$ cat src/common/viu_pkg.sv
// Constants, types and helpers shared by the vectored interrupt unit.
// Operation
// - Sample and arbitrate pending requests every clock
// - Fastest response: detect, finish, five-cycle call
// - After return, one instruction before next call
// - Worst case nineteen clocks: return, divide, call
// - Reset vector zero; sources zero to eighteen
// - Pins and timers zero/one cleared on vectoring
// - Supply warning flag read-only; mask with enable
// - Oscillator fail flag lives in indirect space
// - Global gate bit seven overrides individual enables
// - Enable bits zero to six gate first sources
// - Timer2 request from either overflow flag
// - Pin enables pass external pin requests
// - Enable register at 0xa8, bit-addressable, all pages
// - Extended enable/priority registers serve sources 7-18
// - Request when flag, gate and enable all set
// - Higher level first, then lower order number
// - High preempts low; high never preempted
// - Flag still set after return re-enters routine
package viu_pkg;

    localparam int NUM_SOURCES = 19;
    localparam int INDEX_W = 5;

    // **********************************************************
    // Register map
    // **********************************************************
    localparam logic [7:0] INTERRUPT_ENABLE_ADDR = 8'ha8;
    localparam logic [7:0] INTERRUPT_ENABLE_RESET = 8'h00;
    localparam int GATE_BIT = 7;
    localparam int NUM_AUTO_CLEAR = 4;
    localparam int SRC_SUPPLY_WARNING = 15;
    localparam int SRC_OSC_FAIL = 17;

    // **********************************************************
    // Vectors and timing, in system clocks
    // **********************************************************
    localparam logic [15:0] RESET_VECTOR = 16'h0000;
    localparam logic [15:0] VECTOR_BASE = 16'h0003;
    localparam logic [15:0] VECTOR_STEP = 16'h0008;
    localparam logic [15:0] VECTOR_LAST = 16'h0093;
    localparam int DETECT_CYCLES = 1;
    localparam int FINISH_CYCLES = 1;
    localparam int CALL_CYCLES = 5;
    localparam int DIV_CYCLES = 8;
    localparam int MIN_RESPONSE = DETECT_CYCLES + FINISH_CYCLES + CALL_CYCLES;
    localparam int MAX_RESPONSE = 19;
    localparam logic [2:0] CALL_LAST = 3'(CALL_CYCLES - 1);

    typedef enum logic {VIU_IDLE, VIU_CALL} viu_state_t;

    function automatic logic [15:0] vector_of(input logic [INDEX_W-1:0] idx);
        vector_of = VECTOR_BASE + 16'(idx) * VECTOR_STEP;
    endfunction

endpackage

$ cat src/viu_arbiter.sv
// Registered priority arbiter: picks one winner among enabled requests.
`timescale 1ns/1ps
module viu_arbiter
    import viu_pkg::*;
(
    input wire logic clock_i,
    input wire logic reset_n_i,
    input wire logic [NUM_SOURCES-1:0] request_i,
    input wire logic [NUM_SOURCES-1:0] high_level_i,
    input wire logic allow_high_i,
    input wire logic allow_low_i,
    output logic valid_o,
    output logic [INDEX_W-1:0] index_o,
    output logic high_o
);

    logic next_valid;
    logic [INDEX_W-1:0] next_index;
    logic next_high;
    logic [NUM_SOURCES-1:0] high_req;
    logic [NUM_SOURCES-1:0] low_req;

    // Lowest order number wins within one level
    function automatic logic [INDEX_W:0] pick_lowest(input logic [NUM_SOURCES-1:0] vec);
        logic [INDEX_W:0] res;
        res = '0;
        for (int i = NUM_SOURCES - 1; i >= 0; i--) begin
            if (vec[i]) begin
                res = {1'b1, INDEX_W'(i)};
            end
        end
        return res;
    endfunction

    assign high_req = request_i & high_level_i & {NUM_SOURCES{allow_high_i}};
    assign low_req = request_i & ~high_level_i & {NUM_SOURCES{allow_low_i}};

    always_comb begin
        logic [INDEX_W:0] hi_pick;
        logic [INDEX_W:0] lo_pick;
        hi_pick = pick_lowest(high_req);
        lo_pick = pick_lowest(low_req);
        // High level is served before any low one
        if (hi_pick[INDEX_W]) begin
            next_valid = 1'b1;
            next_index = hi_pick[INDEX_W-1:0];
            next_high = 1'b1;
        end else begin
            next_valid = lo_pick[INDEX_W];
            next_index = lo_pick[INDEX_W-1:0];
            next_high = 1'b0;
        end
    end

    // One cycle to detect, resolved afresh every clock
    always_ff @(posedge clock_i) begin
        if (!reset_n_i) begin
            valid_o <= 1'b0;
            index_o <= '0;
            high_o <= 1'b0;
        end else begin
            valid_o <= next_valid;
            index_o <= next_index;
            high_o <= next_high;
        end
    end

endmodule

$ cat src/viu_top.sv
// Vectored interrupt unit: enable register, request gating and call sequencing.
`timescale 1ns/1ps
module viu_top
    import viu_pkg::*;
(
    input wire logic clock_i,
    input wire logic reset_n_i,
    input wire logic [7:0] sfr_addr_i,
    input wire logic sfr_wr_i,
    input wire logic [7:0] sfr_wdata_i,
    input wire logic sfr_bit_wr_i,
    input wire logic [7:0] sfr_bit_addr_i,
    input wire logic sfr_bit_val_i,
    input wire logic sfr_rd_i,
    output logic [7:0] sfr_rdata_o,
    input wire logic ext_pin0_pending_i,
    input wire logic timer0_overflow_flag_i,
    input wire logic ext_pin1_pending_i,
    input wire logic timer1_overflow_flag_i,
    input wire logic uart_rx_flag_i,
    input wire logic uart_tx_flag_i,
    input wire logic timer2_high_overflow_i,
    input wire logic timer2_low_overflow_i,
    input wire logic [3:0] spi0_flags_i,
    input wire logic [7:0] periph_pending_i,
    input wire logic supply_warning_flag_i,
    input wire logic port_match_i,
    input wire logic rtc_osc_fail_flag_i,
    input wire logic [3:0] spi1_flags_i,
    input wire logic [6:0] priority_select_i,
    input wire logic [7:0] ext_enable_reg1_i,
    input wire logic [7:0] ext_priority_reg1_i,
    input wire logic [3:0] ext_enable_reg2_i,
    input wire logic [3:0] ext_priority_reg2_i,
    input wire logic insn_done_i,
    input wire logic return_from_isr_i,
    output logic irq_req_o,
    output logic vector_call_o,
    output logic [15:0] vector_addr_o,
    output logic [NUM_AUTO_CLEAR-1:0] hw_clear_o,
    output logic [1:0] in_service_o
);

    // **********************************************************
    // Enable register
    // **********************************************************
    logic [7:0] interrupt_enable;
    logic [7:0] next_interrupt_enable;
    logic [7:0] next_rdata;
    logic ie_hit;
    logic ie_bit_hit;

    // No page select reaches this decode, so every page sees it
    assign ie_hit = (sfr_addr_i == INTERRUPT_ENABLE_ADDR);
    assign ie_bit_hit = (sfr_bit_addr_i[7:3] == INTERRUPT_ENABLE_ADDR[7:3]);

    always_comb begin
        next_interrupt_enable = interrupt_enable;
        if (sfr_wr_i && ie_hit) begin
            next_interrupt_enable = sfr_wdata_i;
        end else if (sfr_bit_wr_i && ie_bit_hit) begin
            next_interrupt_enable[sfr_bit_addr_i[2:0]] = sfr_bit_val_i;
        end
        next_rdata = (sfr_rd_i && ie_hit) ? interrupt_enable : 8'h00;
    end

    always_ff @(posedge clock_i) begin
        if (!reset_n_i) begin
            interrupt_enable <= INTERRUPT_ENABLE_RESET;
            sfr_rdata_o <= 8'h00;
        end else begin
            interrupt_enable <= next_interrupt_enable;
            sfr_rdata_o <= next_rdata;
        end
    end

    // **********************************************************
    // Request gating
    // **********************************************************
    logic [NUM_SOURCES-1:0] pending;
    logic [NUM_SOURCES-1:0] source_enable;
    logic [NUM_SOURCES-1:0] high_level;
    logic [NUM_SOURCES-1:0] request;
    logic global_interrupt_gate;

    assign global_interrupt_gate = interrupt_enable[GATE_BIT];

    always_comb begin
        pending[0] = ext_pin0_pending_i;
        pending[1] = timer0_overflow_flag_i;
        pending[2] = ext_pin1_pending_i;
        pending[3] = timer1_overflow_flag_i;
        pending[4] = uart_rx_flag_i | uart_tx_flag_i;
        pending[5] = timer2_high_overflow_i | timer2_low_overflow_i;
        pending[6] = |spi0_flags_i;
        pending[14:7] = periph_pending_i;
        // Read-only flag: only its enable bit or the global gate can stop repeated entry
        pending[SRC_SUPPLY_WARNING] = supply_warning_flag_i;
        pending[16] = port_match_i;
        // Taken from the indirect register space, not the SFR decode
        pending[SRC_OSC_FAIL] = rtc_osc_fail_flag_i;
        pending[18] = |spi1_flags_i;
        source_enable = {ext_enable_reg2_i, ext_enable_reg1_i,
                         interrupt_enable[6:0]};
        high_level = {ext_priority_reg2_i, ext_priority_reg1_i,
                      priority_select_i};
        // Flags stay pending while masked; only the request is gated
        request = pending & source_enable
                  & {NUM_SOURCES{global_interrupt_gate}};
    end

    // **********************************************************
    // Arbitration
    // **********************************************************
    logic [1:0] in_service;
    logic [1:0] next_in_service;
    logic arb_valid;
    logic [INDEX_W-1:0] arb_index;
    logic arb_high;

    // Nothing enters over a high routine; low entries need no routine open.
    // Judged on the coming routine state, so a closing return frees a
    // waiting flag in time for the very next instruction
    viu_arbiter u_arbiter (
        .clock_i(clock_i),
        .reset_n_i(reset_n_i),
        .request_i(request),
        .high_level_i(high_level),
        .allow_high_i(!next_in_service[1]),
        .allow_low_i(next_in_service == 2'b00),
        .valid_o(arb_valid),
        .index_o(arb_index),
        .high_o(arb_high)
    );

    assign irq_req_o = arb_valid;

    // **********************************************************
    // Call sequencing
    // **********************************************************
    viu_state_t state;
    viu_state_t next_state;
    logic [2:0] call_count;
    logic [2:0] next_call_count;
    logic [15:0] next_vector_addr;
    logic [NUM_AUTO_CLEAR-1:0] next_hw_clear;
    logic take;

    // Calls start only at an ordinary instruction boundary; the return
    // itself is no such boundary, so one more instruction always runs
    // before re-entry on a flag left set
    assign take = (state == VIU_IDLE) && arb_valid && insn_done_i
                  && !return_from_isr_i;

    always_comb begin
        next_state = state;
        next_call_count = call_count;
        next_vector_addr = vector_addr_o;
        next_hw_clear = '0;
        next_in_service = in_service;
        unique case (state)
            VIU_IDLE: begin
                if (take) begin
                    next_state = VIU_CALL;
                    next_call_count = CALL_LAST;
                    next_vector_addr = vector_of(arb_index);
                    next_in_service[arb_high] = 1'b1;
                    // Pin 0/1 and timer 0/1 flags clear here; later ones, timer2 included, are software's job
                    if (arb_index < INDEX_W'(NUM_AUTO_CLEAR)) begin
                        next_hw_clear[arb_index[1:0]] = 1'b1;
                    end
                end else if (return_from_isr_i) begin
                    // Close the innermost routine; a preempted low one resumes
                    if (in_service[1]) begin
                        next_in_service[1] = 1'b0;
                    end else begin
                        next_in_service[0] = 1'b0;
                    end
                end
            end
            VIU_CALL: begin
                if (call_count == 3'h0) begin
                    next_state = VIU_IDLE;
                end else begin
                    next_call_count = call_count - 3'h1;
                end
            end
        endcase
    end

    always_ff @(posedge clock_i) begin
        if (!reset_n_i) begin
            state <= VIU_IDLE;
            call_count <= 3'h0;
            vector_addr_o <= RESET_VECTOR;
            vector_call_o <= 1'b0;
            hw_clear_o <= '0;
            in_service <= 2'b00;
            in_service_o <= 2'b00;
        end else begin
            state <= next_state;
            call_count <= next_call_count;
            vector_addr_o <= next_vector_addr;
            vector_call_o <= (next_state == VIU_CALL);
            hw_clear_o <= next_hw_clear;
            in_service <= next_in_service;
            in_service_o <= next_in_service;
        end
    end
endmodule

$ cat config.mk
export PLATFORM = sky130hd
export DESIGN_NAME = viu_top
export DESIGN_NICKNAME = d
export VERILOG_FILES = /design/src/common/viu_pkg.sv /design/src/viu_arbiter.sv /design/src/viu_top.sv
export SDC_FILE = /design/constraint.sdc
export NUM_CORES = 1
export LEC_CHECK = 0
export BUFFER_PORTS_ARGS = -buffer_cell sky130_fd_sc_hd__buf_2
export CORE_ASPECT_RATIO = 0.8
export CORE_MARGIN = 1.5
export CORE_UTILIZATION = 40
export CTS_CLUSTER_DIAMETER = 150
export CTS_CLUSTER_SIZE = 10
export DETAILED_ROUTE_END_ITERATION = 16
export GPL_TIMING_DRIVEN = 0
export PLACE_DENSITY_LB_ADDON = 0.12
export SLEW_MARGIN = 10
export SYNTH_ARGS = -nofsm -noshare
export SYNTH_HDL_FRONTEND = slang
export SYNTH_SLANG_ARGS = --single-unit
$ cat constraint.sdc
create_clock -name clock_i -period 3.27 [get_ports clock_i]
set_input_delay 0.1635 -clock clock_i [delete_from_list [all_inputs] [get_ports clock_i]]
set_output_delay 0.1635 -clock clock_i [all_outputs]
set_load 0.05 [all_outputs]
### Word level (Yosys, flattened, before mapping)

Cells that the tools add are included.

| storage, ports and cells | value |
|---|---|
| bits in registers | 49 |
| latch bits | 0 |
| bits in writable memories | 0 |
| memory bits (read-only) | 0 |
| input port bits | 90 |
| output and inout port bits | 32 |
| logic and storage cells | 117 |
| memories kept | 0 |

| operators by class | value |
|---|---|
| $add $sub $neg | 2 |
| multiply operators | 0 |
| divide/modulo/power cells | 0 |
| $lt $le $gt $ge | 7 |
| equal/unequal tests | 4 |
| shift operators | 0 |
| muxes and demuxes | 60 |
| bitwise logic cells | 14 |
| reduce and logical (&&, ||, !) cells | 20 |

Operator list:

| kind | number |
|---|---|
| 6-bit two-way mux | 38 |
| 19-bit bitwise AND | 6 |
| 19-bit NOT | 1 |
| 8-bit two-way mux | 2 |
| 4-bit OR reduction | 3 |
| 2-bit by 8-bit adder with 9-bit output (first input constant) | 1 |
| 1-bit logical AND | 9 |
| 8-bit bitwise mux | 1 |
| 8-bit == test (second input constant) | 1 |
| 1-bit two-way mux | 8 |
| 2-bit two-way mux | 3 |
| 3-bit two-way mux | 2 |
| 3-bit case mux with 2 select lines | 1 |
| 2-bit AND reduction | 3 |
| 5-bit == test (second input constant) | 1 |
| 5-bit by 3-bit less-than comparator with 1-bit output (second input constant) | 1 |
| 5-bit two-way mux | 1 |
| 3-bit by 4-bit less-than comparator with 1-bit output (second input constant) | 1 |
| 2-bit inequality test (second input constant) | 2 |
| 1-bit NOT | 4 |
| 1-bit demux with 3-bit select | 1 |
| 3-bit by 1-bit greater-or-equal comparator with 1-bit output (second input constant) | 1 |
| 3-bit zero test | 1 |
| 2-bit by 3-bit less-than comparator with 1-bit output (second input constant) | 1 |
| 12 further kinds | 14 |

### Logic depth before layout (Yosys ltp)

| depth | value |
|---|---|
| depth in word-level cells | 29 |
| mapped depth | 8 |
| gate-level depth less buffers | 7 |

### Hierarchy

A second synthesis with hierarchy kept.

| second synthesis, totals | value |
|---|---|
| cells, all modules | 322 |
| area total of the unflattened synthesis | 2611.3 um^2 |

By module, submodules not included:

| module | instances | cells an instance | area an instance (um^2) | sequential area each (um^2) |
|---|---|---|---|---|
| viu_top | 1 | 190 | 1671.6 | 640.6 |
| viu_arbiter | 1 | 132 | 939.7 | 140.1 |

### Worst setup path after synthesis

Ideal clock, no wire load.

| path | value |
|---|---|
| kind | reg2reg |
| from | register state |
| to | register u_arbiter.index_o[0] |
| setup time | 0.088 ns |
| data arrival time | 1.943 ns |
| required time | 3.182 ns |
| slack | 1.238 ns |
| cell stages (with the launch flop) | 7 |
| path buffers | 0 |
| period minus slack after synthesis | 2.032 ns |
| path through | dfxtp_1 > and4b_4 > o21ba_2 > a31oi_4 > and4bb_4 > nand2b_4 > o32ai_2 |

| on the way | value |
|---|---|
| longest elaborated chain between the ends | 28 |
| elaborated cells on any way between the ends | 48 |
| those cells by class | 40 x mux; 3 x bitwise; 5 x reduce/logical |

RTL lines:

| item | RTL line | text |
|---|---|---|
| start, declared | viu_top.sv:141 | `viu_state_t state;` |
| start signal, assigned | viu_top.sv:201 | `state <= next_state;` |
| 1-bit NOT (no line) | - |  |
| 1-bit logical AND (2 in a row) | viu_top.sv:152 | `assign take = (state == VIU_IDLE) && arb_valid && insn_done_i` |
| 1-bit logical AND | viu_top.sv:153 | `&& !return_from_isr_i;` |
| 2-bit two-way mux | viu_top.sv:163 | `if (take) begin` |
| 2-bit two-way mux (*) | viu_top.sv:161 | `unique case (state)` |
| 1-bit zero test | viu_top.sv:129 | `.allow_high_i(!next_in_service[1]),` |
| 19-bit bitwise AND | viu_arbiter.sv:35 | `assign high_req = request_i & high_level_i & {NUM_SOURCES{allow_high_i}};` |
| 6-bit two-way mux (19 in a row) | viu_arbiter.sv:28 | `if (vec[i]) begin` |
| 5-bit two-way mux (*) | viu_arbiter.sv:44 | `if (hi_pick[INDEX_W]) begin` |
| end signal, assigned | viu_arbiter.sv:63 | `index_o <= next_index;` |
| end, declared | viu_arbiter.sv:13 | `output logic [INDEX_W-1:0] index_o,` |

Mark *: on every way between the ends. The rest lies on a longest branch, timed or not.
A chain may end at the register's enable or synchronous reset.

### Worst setup path after layout

| path | value |
|---|---|
| from | register interrupt_enable[7] |
| to | register u_arbiter.index_o[1] |

| on the way | value |
|---|---|
| longest elaborated chain between the ends | 23 |
| elaborated cells on any way between the ends | 44 |
| those cells by class | 39 x mux; 5 x bitwise |

RTL lines:

| item | RTL line | text |
|---|---|---|
| start, declared | viu_top.sv:47 | `logic [7:0] interrupt_enable;` |
| start signal, assigned | viu_top.sv:72 | `interrupt_enable <= next_interrupt_enable;` |
| 19-bit bitwise AND (*) | viu_top.sv:109 | `& {NUM_SOURCES{global_interrupt_gate}};` |
| 19-bit bitwise AND, on equally long branches (2 in a row) | viu_arbiter.sv:36, viu_arbiter.sv:35 |  |
| 6-bit two-way mux (19 in a row) | viu_arbiter.sv:28 |  |
| 5-bit two-way mux (*) | viu_arbiter.sv:44 |  |

Marks and branches as above.

==> impl_metrics.ini <==
[status]
outcome = finished, final reports clean

[worst_setup_path]
r2r_cells = 6
crit_type = flip-flop to flip-flop
rrSetupSlack_ns = 1.23
reg2reg_to = u_arbiter.index_o[1]
crit_fanout = 10
required_ns = 3.44
critPathLaunchType = flip-flop
r2r_start = interrupt_enable[7]
cp_data_arrival_time_ns = 2.21
end_kind = flip-flop

[yosys]
synth_compound_area_share_pct = 19.4
avgSynthCellArea_um2 = 8.49
syn_area_mm2 = 0.00254
synth-seq-cells = 39
synthMuxAreaShare_pct = 6.70
synth-xor-area-share_pct = 0
yosys.area_share.simple_pct = 35.7
synth_common_cells = dfxtp_1, nor2_1, nand2_1
yosys-top-cells-area = dfxtp_1, nor2_1, nand4_1, nand2_1, mux2_2
synth_area_leader_cell = dfxtp_1
synth-edff-count = 0
synthArstFlopShare_pct = 0
syn_inst = 299
ys_warn_count = 0
yosysSeqAreaShare_pct = 30.7
synth_fa_ha_area_share_pct = 0.985
synth_top_family_by_area = simple AND/OR/NAND/NOR gates
synth.most_common_cell = dfxtp_1
ys_types = 75
synth_top_area_share_pct = 30.7
ys.flop_type = dfxtp_1

[global_route]
grt_pass1_vias = 2397
grt-ovfl-total = 0
antenna_found_initial = 0
track_usage_pct = 20.2
grt_pass1_wl_um = 10800
grt_max_degree = 12

[cts]
cts_resized = 0
cts_tree = yes
htreeDepth = 2
cts.clk_slew.worst_paths_ns = 0.07
cts_max_path_buffers = 2
hold_buffers = 0
cts.sinks = 39
post_cts_buffers = 0
clock_latency_ns = 0.28
cts_made_buffers = 5
cts-root-buf = clkbuf_8

[timing]
finClkSkew_ns = 0.00629
period_share_pct = 62.3
min_period_ns = 2.04
maxSlewViolCount = 0
setup_violations = 0
hold_viol = 0
maxSlewHeadroom_pct = 59.4
clock.fmax_ghz = 0.491
finalWorstSetupSlack_ns = 1.23
rsz0062_at_grt = no
tightest_slew_ns = 0.609
fin_setup_tns_ns = 0

[floorplanning]
start_util_pct = 42.3
io_pins = 122
die_h_um = 74.3
die_w_um = 92.1
die-area_mm2 = 0.00684
row_count = 25
core-area_mm2 = 0.00601

[route]
wl_um = 6850
viasPerCell = 5.24
wirelength_met1_um = 3170
drc = 0
drtIter0Drc = 104
ant_nets = 0
first_pass_iters = 4
met3_length_um = 457
dr_wl_met2_um = 3140
num_vias = 2656
highest_layer = met4
wl_per_cell_um = 13.5

[final_layout]
nFillCells = 599
drive_above_1_share_pct = 39.7
n_antenna_cell = 0
fin_nets = 518
area_growth_pct = 30.7

[power_and_ir_drop]
p_per_area_mw_per_mm2 = 276
power_leakage_nw = 1.52
ir_drop_mv = 0.140

[min_path]
hold_path_end = interrupt_enable[0]
hold_path_class = input pin to flip-flop
hold_start = sfr_wdata_i[0]
hold_depth = 3

[placed_design]
io_buffers = 112
pre_cts_ws_ns = 1.27
hpwlAfterDp_um = 5600
gp_congestion = 0.844

[job]
max_cap_viol_count = 0
-- critical path, stage by stage, from the launching register on --
cell and delay [ns]:
dfxtp_1 0.49, buf_6 0.20, nand4_1 0.26, a31oi_4 0.29, and4bb_4 0.25, nand2b_4 0.14, o32ai_1 0.29
-- cell usage in the layout, fill, tap and decap left out, types with 6 or more instances in the layout --
master,netlist,final
buf_2,2,114
clkbuf_8,0,6
and2_1,9,9
mux2_2,8,8
a21oi_1,11,11
a31oi_1,8,8
dfxtp_1,39,39
conb_1,1,9
nand2_1,25,25
mux2i_1,8,8
buf_4,10,10
inv_1,7,7
o21ai_0,6,6
nor2_1,35,35
nand3_1,16,16
nand4_1,17,17
-- how the worst max path moves through the flow --
stage | startpoint | endpoint | slack, ns | cells after the start
global placement | interrupt_enable[7] | u_arbiter.index_o[0] | 1.26 | 8
floorplan | state | u_arbiter.index_o[0] | 1.24 | 6
CTS | interrupt_enable[7] | u_arbiter.index_o[1] | 1.23 | 8
global route | interrupt_enable[7] | u_arbiter.index_o[0] | 1.10 | 8
detailed placement | interrupt_enable[7] | u_arbiter.index_o[1] | 1.27 | 8
finish | interrupt_enable[7] | u_arbiter.index_o[1] | 1.23 | 6
-- kinds of logic after synthesis --
logic type,count (synthesis)
AO/OA/AOI/OAI,62
adder cells (fa/ha/maj),2
buffers and inverters,25
flip-flops,39
multiplexers,16
other,1
AND/OR/NAND/NOR,154
-- flip-flops by register name (all words and copies together), names as in the netlist --
signal             count
interrupt_enable       8
sfr_rdata_o            8
vector_addr_o          6
u_arbiter.index_o      5
hw_clear_o             4
call_count             3
in_service             2
state                  1
u_arbiter.high_o       1
u_arbiter.valid_o      1
-- where the power goes --
part           internal [mW]  switching, mW  total [mW]  leakage (nW)
logic                 0.0555         0.0669       0.122          1.16
registers              0.475       0.000545       0.476         0.314
clock network          0.165          0.152       0.317        0.0470
total                  0.696          0.220       0.916          1.52
-- layout make-up --
class / count / area, um^2 / share of cell area [%]
clock buffer: 6 / 82.6 / 2.49
clock inverter: 1 / 5.00 / 0.151
tap: 81 / 101 / 3.05
buffer: 18 / 134 / 4.03
inverter: 7 / 26.3 / 0.792
multi-input combinational: 243 / 1630 / 49.1
timing repair buffer: 112 / 561 / 16.9
sequential: 39 / 781 / 23.5
-- per-stage QoR --
step,util (%),instance area (um^2),hold WS (ns),power (mW),std cells
CTS,55.3,3320,0.119,0.921,507
global route,55.3,3320,0.127,0.954,507
floorplan,-,2570,0.308,0.537,307
global placement,53.8,3230,0.406,0.607,500
finish,55.3,3320,0.123,0.916,507
detailed placement,53.8,3230,0.413,0.608,500
-- per-layer routing --
metal,track usage (%),vias up
met2,35.5,97
met4,6.67,0
met3,3.68,6
met1,25.6,1191
li1,-,1362
met5,0,-
(Power assumes the default switching activity.)
